--- src/rtl/glpe_defines.vh ---
`ifndef GLPE_DEFINES_VH
`define GLPE_DEFINES_VH
// ----------------------------------------
// Register byte addresses
// ----------------------------------------
// Register indices; each register is one aligned word, so its byte address is four times its index.
`define GLPE_IDX_LOW_CFG 8'h57
`define GLPE_IDX_HIGH_CFG 8'h58
`define GLPE_IDX_CTRL 8'h5A
`define GLPE_IDX_STATUS 8'h5B
`define GLPE_ADDR_LOW_CFG 12'h15C
`define GLPE_ADDR_HIGH_CFG 12'h160
`define GLPE_ADDR_CTRL 12'h168
`define GLPE_ADDR_STATUS 12'h16C
// ----------------------------------------
// Field positions and reset values
// ----------------------------------------
`define GLPE_TB_MSB 15
`define GLPE_TB_LSB 14
`define GLPE_HC_MSB 13
`define GLPE_HC_LSB 7
`define GLPE_LC_MSB 6
`define GLPE_LC_LSB 0
`define GLPE_LOW_CFG_RESET 16'h007F
`define GLPE_HIGH_CFG_RESET 16'h3F80
`define GLPE_HIGH_CFG_MASK 16'h3FFF
// ----------------------------------------
// Time base lengths in clock periods
// ----------------------------------------
`define GLPE_TB0_CYCLES 11'h010
`define GLPE_TB1_CYCLES 11'h040
`define GLPE_TB2_CYCLES 11'h100
`define GLPE_TB3_CYCLES 11'h400
`endif

--- src/rtl/glpe_tick_gen.v ---
`include "glpe_defines.vh"

// ----------------------------------------
// Time base tick generator
// ----------------------------------------
module glpe_tick_gen
(
	input wire pclk, // Master clock.
	input wire presetn, // Asynchronous reset, active low.
	input wire [1:0] tb_sel, // Time base selector.
	input wire restart, // Restart the tick phase.
	output reg tick // One-cycle pulse per time base.
);

	reg [10:0] cnt_reg;
	reg [10:0] len;

	// Decode the selector into a tick length in clock periods.
	always @*
	begin
		case (tb_sel)
			2'b00: len = `GLPE_TB0_CYCLES;
			2'b01: len = `GLPE_TB1_CYCLES;
			2'b10: len = `GLPE_TB2_CYCLES;
			default: len = `GLPE_TB3_CYCLES;
		endcase
	end

	// Count up one time base; a restart realigns the phase.
	always @(posedge pclk or negedge presetn)
	begin
		if (!presetn)
		begin
			cnt_reg <= 11'h000;
			tick <= 1'b0;
		end
		else if (restart || cnt_reg >= len - 11'h001)
		begin
			cnt_reg <= 11'h000;
			tick <= !restart;
		end
		else
		begin
			cnt_reg <= cnt_reg + 11'h001;
			tick <= 1'b0;
		end
	end

endmodule

--- src/rtl/glpe_top.v ---
// Register access over APB was decided locally.
`include "glpe_defines.vh"

// ----------------------------------------
// PWM level encoder with APB registers
// ----------------------------------------
module glpe_top
(
	input wire pclk, // Master clock.
	input wire presetn, // Asynchronous reset, active low.
	input wire psel, // APB select.
	input wire penable, // APB enable.
	input wire pwrite, // APB direction, high for write.
	input wire [11:0] paddr, // APB byte address.
	input wire [31:0] pwdata, // APB write data.
	output reg [31:0] prdata, // APB read data.
	output reg pready, // APB ready.
	output reg pslverr, // APB error on unmapped address.
	output reg pin_out, // Shared pin output level.
	output reg pin_oe, // Shared pin output enable.
	output reg [1:0] decoder_tb_sel, // Time base for the input decoder.
	output reg decoder_tick // Time base tick for the input decoder.
);

	// ----------------------------------------
	// Register state
	// ----------------------------------------
	reg [15:0] low_cfg_reg;
	reg [15:0] high_cfg_reg;
	reg [1:0] ctrl_reg; // Bit 0 output enable, bit 1 commanded level.
	reg level_q_reg;
	reg [6:0] phase_cnt_reg;
	reg phase_high_reg;
	reg [31:0] rdata_next;
	reg hit;
	wire tick;
	wire apb_access;
	wire apb_write;
	wire [1:0] tb_sel;
	wire level_change;
	wire [6:0] act_hc;
	wire [6:0] act_lc;

	// Hold the answer one cycle so every APB output comes from a flop.
	assign apb_access = psel && penable && !pready;
	assign apb_write = apb_access && pwrite && hit;

	// Address decode shared by reads and writes.
	always @*
	begin
		hit = 1'b1;
		rdata_next = 32'h00000000;
		case (paddr)
			`GLPE_ADDR_LOW_CFG: rdata_next = {16'h0000, low_cfg_reg};
			`GLPE_ADDR_HIGH_CFG: rdata_next = {16'h0000, high_cfg_reg & `GLPE_HIGH_CFG_MASK};
			`GLPE_ADDR_CTRL: rdata_next = {30'h00000000, ctrl_reg};
			`GLPE_ADDR_STATUS: rdata_next = {22'h000000, phase_cnt_reg, phase_high_reg, level_q_reg, pin_out};
			default: hit = 1'b0;
		endcase
	end

	// ----------------------------------------
	// APB slave
	// ----------------------------------------
	always @(posedge pclk or negedge presetn)
	begin
		if (!presetn)
		begin
			pready <= 1'b0;
			pslverr <= 1'b0;
			prdata <= 32'h00000000;
			low_cfg_reg <= `GLPE_LOW_CFG_RESET;
			high_cfg_reg <= `GLPE_HIGH_CFG_RESET;
			ctrl_reg <= 2'b00;
		end
		else
		begin
			pready <= apb_access;
			pslverr <= apb_access && !hit;
			prdata <= (apb_access && !pwrite) ? rdata_next : 32'h00000000;
			if (apb_write && paddr == `GLPE_ADDR_LOW_CFG)
				low_cfg_reg <= pwdata[15:0];
			if (apb_write && paddr == `GLPE_ADDR_HIGH_CFG)
				high_cfg_reg <= pwdata[15:0] & `GLPE_HIGH_CFG_MASK;
			if (apb_write && paddr == `GLPE_ADDR_CTRL)
				ctrl_reg <= pwdata[1:0];
		end
	end

	// ----------------------------------------
	// Count pair selection
	// ----------------------------------------
	assign tb_sel = low_cfg_reg[`GLPE_TB_MSB:`GLPE_TB_LSB];
	assign level_change = ctrl_reg[1] != level_q_reg;
	// The commanded level picks its own pair of counts.
	assign act_hc = level_q_reg ? high_cfg_reg[`GLPE_HC_MSB:`GLPE_HC_LSB]
		: low_cfg_reg[`GLPE_HC_MSB:`GLPE_HC_LSB];
	assign act_lc = level_q_reg ? high_cfg_reg[`GLPE_LC_MSB:`GLPE_LC_LSB]
		: low_cfg_reg[`GLPE_LC_MSB:`GLPE_LC_LSB];

	glpe_tick_gen u_tick
	(
		.pclk(pclk),
		.presetn(presetn),
		.tb_sel(tb_sel),
		.restart(level_change),
		.tick(tick)
	);

	// ----------------------------------------
	// Waveform generator
	// ----------------------------------------
	// A period is high for act_hc ticks then low for act_lc ticks, so its
	// length is their sum. A config write takes effect on the next clock, even mid-phase.
	always @(posedge pclk or negedge presetn)
	begin
		if (!presetn)
		begin
			level_q_reg <= 1'b0;
			phase_cnt_reg <= 7'h00;
			phase_high_reg <= 1'b1;
			pin_out <= 1'b0;
			pin_oe <= 1'b0;
			decoder_tb_sel <= 2'b00;
			decoder_tick <= 1'b0;
		end
		else
		begin
			pin_oe <= ctrl_reg[0];
			decoder_tb_sel <= tb_sel;
			decoder_tick <= tick;
			if (level_change)
			begin
				// Fresh period on a level change.
				level_q_reg <= ctrl_reg[1];
				phase_cnt_reg <= 7'h00;
				phase_high_reg <= 1'b1;
			end
			else if (act_hc == 7'h00)
			begin
				pin_out <= 1'b0;
				phase_cnt_reg <= 7'h00;
				phase_high_reg <= 1'b1;
			end
			else if (act_lc == 7'h00)
			begin
				pin_out <= 1'b1;
				phase_cnt_reg <= 7'h00;
				phase_high_reg <= 1'b1;
			end
			else
			begin
				pin_out <= phase_high_reg;
				if (tick)
				begin
					if (phase_high_reg && phase_cnt_reg >= act_hc - 7'h01)
					begin
						phase_high_reg <= 1'b0;
						phase_cnt_reg <= 7'h00;
					end
					else if (!phase_high_reg && phase_cnt_reg >= act_lc - 7'h01)
					begin
						phase_high_reg <= 1'b1;
						phase_cnt_reg <= 7'h00;
					end
					else
						phase_cnt_reg <= phase_cnt_reg + 7'h01;
				end
			end
		end
	end

endmodule

--- config.mk ---
export PLATFORM = sky130hd
export DESIGN_NAME = glpe_top
export DESIGN_NICKNAME = d
export VERILOG_FILES = /design/src/rtl/glpe_tick_gen.v /design/src/rtl/glpe_top.v
export VERILOG_INCLUDE_DIRS = /design/src /design/src/rtl
export SDC_FILE = /design/constraint.sdc
export NUM_CORES = 1
export LEC_CHECK = 0
export BUFFER_PORTS_ARGS = -buffer_cell sky130_fd_sc_hd__buf_2
export CAP_MARGIN = 25
export CELL_PAD_IN_SITES_DETAIL_PLACEMENT = 0
export CELL_PAD_IN_SITES_GLOBAL_PLACEMENT = 2
export CORE_ASPECT_RATIO = 0.8
export CORE_MARGIN = 1
export CORE_UTILIZATION = 39
export CTS_BUF_LIST = sky130_fd_sc_hd__clkbuf_8
export DETAILED_ROUTE_END_ITERATION = 16
export GPL_ROUTABILITY_DRIVEN = 0
export PLACE_DENSITY = 0.9
export RECOVER_POWER = 50
export SKIP_LAST_GASP = 1
export SYNTH_ARGS = -nofsm -noshare
export SYNTH_HDL_FRONTEND = slang
export SYNTH_HIERARCHICAL = 1
export SYNTH_SLANG_ARGS = --single-unit
--- constraint.sdc ---
create_clock -name pclk -period 8.7 [get_ports pclk]
set_input_delay 0.435 -clock pclk [delete_from_list [all_inputs] [get_ports pclk]]
set_output_delay 0.435 -clock pclk [all_outputs]
set_load 0.02 [all_outputs]
==> results.py <==
metrics = {
    "critical_path": {
        "criticalPathCategory": "reg2reg",
        "worstSetupStartpointType": "flip-flop",
        "r2r-start": "level_q_reg",
        "rr_endpoint": "phase_cnt_reg[6]",
        "rr_worst_depth": 11,
        "end_kind": "flip-flop",
        "crit_fanout": 25,
        "ff2ff_setup_slack_ns": 5.00,
        "worst_ep_arrival_time_ns": 3.94,
        "critPathRequiredTime_ns": 8.94,
    },
    "detailed_routing": {
        "routedWlPerCell_um": 15.61,
        "drt-total-wl_um": 9430,
        "drt_iter0_drc": 333,
        "num_vias": 3256,
        "drt_first_pass_iters": 7,
        "drc": 0,
        "avgViaCountPerCell": 5.391,
        "ant_nets": 0,
    },
    "cts": {
        "clk-insertion-delay-late_ns": 0.35,
        "cts_resized": 0,
        "cts_tree": "built",
        "htree_levels": 3,
        "cts_buffers": 9,
        "path_clk_slew_ns": 0.07,
        "clock_sinks": 76,
        "cts_max_path_buffers": 2,
        "holdBufCountCts": 0,
        "cts_setup_buffers": 0,
        "cts-root-buf": "clkbuf_8",
    },
    "cells_and_area": {
        "diodes": 0,
        "layoutNonFillerInstCount": 604,
        "nets": 529,
        "area_growth_pct": 11.27,
        "utilization_pct": 44.58,
        "design_area_um2": 4855,
        "drive_above_1_share_pct": 23.04,
    },
    "power": {
        "p_per_area_nw_per_um2": 154.5,
        "peakVddDrop_mv": 0.08166,
        "p_leak_nw": 2.322,
    },
    "sta": {
        "tns_ns": 0,
        "report.final.hold_viol_count": 0,
        "rsz0062_at_grt": "no",
        "timing.final.crit_share_pct": 42.53,
        "relSlewSlack_pct": -160.9,
        "max_freq_mhz": 270.3,
        "fin_ws_ns": 5.000,
        "worst-slew-pin-transition_ns": 3.914,
        "fin_crit_ns": 3.700,
        "maxSlewViolCount": 77,
        "skew_ns": 0.01274,
        "setup_viol": 0,
    },
    "worst_hold_path": {
        "hold_path_class": "in2reg",
        "holdCritStartpoint": "pwdata[14]",
        "min_to": "low_cfg_reg[14]",
        "hold_depth": 2,
    },
    "synthesis": {
        "ys_types": 58,
        "synth_ff_type": "dfrtp_1",
        "synth_cells": 405,
        "avgSynthCellArea_um2": 10.77,
        "ys_ff_latch": 76,
        "syn-cell-area_um2": 4363,
        "async_flop_share_pct": 100.0,
        "ys.warnings.count": 6,
        "ys_seq_area_share_pct": 44.02,
        "synth_edf_count": 0,
    },
    "floorplanning": {
        "die_area_um2": 11620,
        "rows": 34,
        "io_pins": 88,
        "die_w_um": 120.3,
        "core-area_um2": 10890,
        "initial_core_util_pct": 40.06,
        "die_h_um": 96.60,
    },
    "placement": {
        "dp_cells": 588,
        "hpwlAfterDp_um": 6666,
        "port_buffers": 55,
        "place_ws_ns": 4.973,
        "placed_area_um2": 4674,
    },
    "run_status": {
        "outcome": "finished with violations",
        "violations": "capacitance limit, slew limit",
    },
    "grt": {
        "grt.overflow.total": 0,
        "grt_use_total_pct": 17.23,
        "antenna_found_initial": 0,
        "grt_start_max_net_pins": 77,
        "grt_pass1_vias": 3218,
        "grt_first_pass_wirelength_um": 15890,
    },
    "run": {
        "drv_cap": 1,
    },
}
cells in the final DEF, fill, tap and decap left out, types with 8 or more instances in the layout:
cell,netlist,final
xor2_1,12,12
nor2_1,30,30
nand3_1,9,9
nor3_1,19,19
clkbuf_8,0,9
inv_1,12,13
buf_2,3,50
nand4_1,8,8
conb_1,2,17
ha_1,25,25
a222oi_1,8,8
mux2i_1,14,14
xnor2_1,10,10
dfstp_2,15,15
mux2_2,17,17
nand2_1,18,19
a21oi_1,12,12
dfrtp_1,61,61
mux2_1,15,15
worst max-delay path: stages (launching register included):
cell      delay, ns
dfrtp_1        0.36
buf_4          0.33
mux2i_1        0.44
nand2_1        0.19
or3_1          0.35
xnor2_1        0.13
o21ai_0        0.20
ha_1           0.28
and3_1         0.17
a221oi_1       0.45
a31oi_1        0.33
a221oi_1       0.36
stage by stage:
stage / power [mW] / hold WS (ns)
floorplan: 0.4718 / 0.1394
global placement: 0.4946 / 0.3902
detailed placement: 0.4966 / 0.3960
CTS: 0.7591 / 0.2589
global route: 0.7922 / 0.3158
finish: 0.7501 / 0.3197
routing by layer:
layer  vias up  wire (µm)  GRT usage [%]
li1       1562          -              -
met2        92       4229          26.22
met1      1591       4684          24.65
met5         -          0              0
met3        11        392          2.948
met4         0        124          5.983
cell families after synthesis:
kind of cell / Yosys count / synth area share [%]
AND/OR/NAND/NOR: 118 / 14.68
flip-flops: 76 / 44.02
XOR/XNOR: 22 / 4.416
buffers and inverters: 44 / 5.850
multiplexers: 46 / 11.47
other: 2 / 0.1721
adder cells (fa/ha/maj): 25 / 7.169
AO/OA/AOI/OAI: 72 / 12.22
synth_stat cells (2+ instances only):
cell type	count	area, µm²
dfrtp_1	61	1526
nor2_1	30	112.6
ha_1	25	312.8
nor3_1	19	95.09
buf_4	18	135.1
nand2_1	18	67.56
mux2_2	17	191.4
dfstp_2	15	394.1
mux2_1	15	168.9
mux2i_1	14	140.1
a21oi_1	12	60.06
inv_1	12	45.04
xor2_1	12	105.1
xnor2_1	10	87.58
nand3_1	9	45.04
a222oi_1	8	80.08
clkbuf_1	8	30.03
nand4_1	8	50.05
a21o_1	7	52.55
and3_1	7	43.79
o21ai_0	7	35.03
a221oi_1	6	52.55
a211oi_1	5	37.54
a31oi_1	5	31.28
a22oi_1	4	30.03
nand2b_1	4	25.02
a211o_1	3	26.28
and2_1	3	18.77
buf_2	3	15.01
nor3b_1	3	22.52
o31ai_1	3	22.52
or3_1	3	18.77
or4_1	3	22.52
a41oi_1	2	17.52
conb_1	2	7.510
nor4b_2	2	30.03
layout make-up:
| cell class | instances | area, µm² |
|---|---|---|
| Clock buffer | 9 | 123.9 |
| Inverter | 12 | 45.04 |
| Fill cell | 1067 | 6036 |
| Tap cell | 144 | 180.2 |
| Sequential cell | 76 | 1921 |
| Timing Repair Buffer | 56 | 276.5 |
| Multi-Input combinational cell | 300 | 2241 |
| Clock inverter | 7 | 67.56 |
worst max-delay path by stage:
stage / startpoint / end / slack (ns) / cells after the start
finish: level_q_reg / phase_cnt_reg[6] / 5.00 / 11
global route: presetn / phase_cnt_reg[0] / 4.16 / 1
CTS: level_q_reg / phase_cnt_reg[4] / 4.96 / 11
detailed placement: level_q_reg / phase_cnt_reg[4] / 4.97 / 11
global placement: level_q_reg / phase_cnt_reg[5] / 5.10 / 11
floorplan: level_q_reg / phase_cnt_reg[4] / 5.54 / 12
power by group:
| group | leakage, nW | switching [mW] | internal (mW) | total, mW |
|---|---|---|---|---|
| Sequential | 0.997 | 0.0280 | 0.371 | 0.399 |
| Clock | 0.0968 | 0.129 | 0.131 | 0.260 |
| Combinational | 1.23 | 0.0552 | 0.0351 | 0.0904 |
No activity file was read; power rests on OpenSTA's default activity.
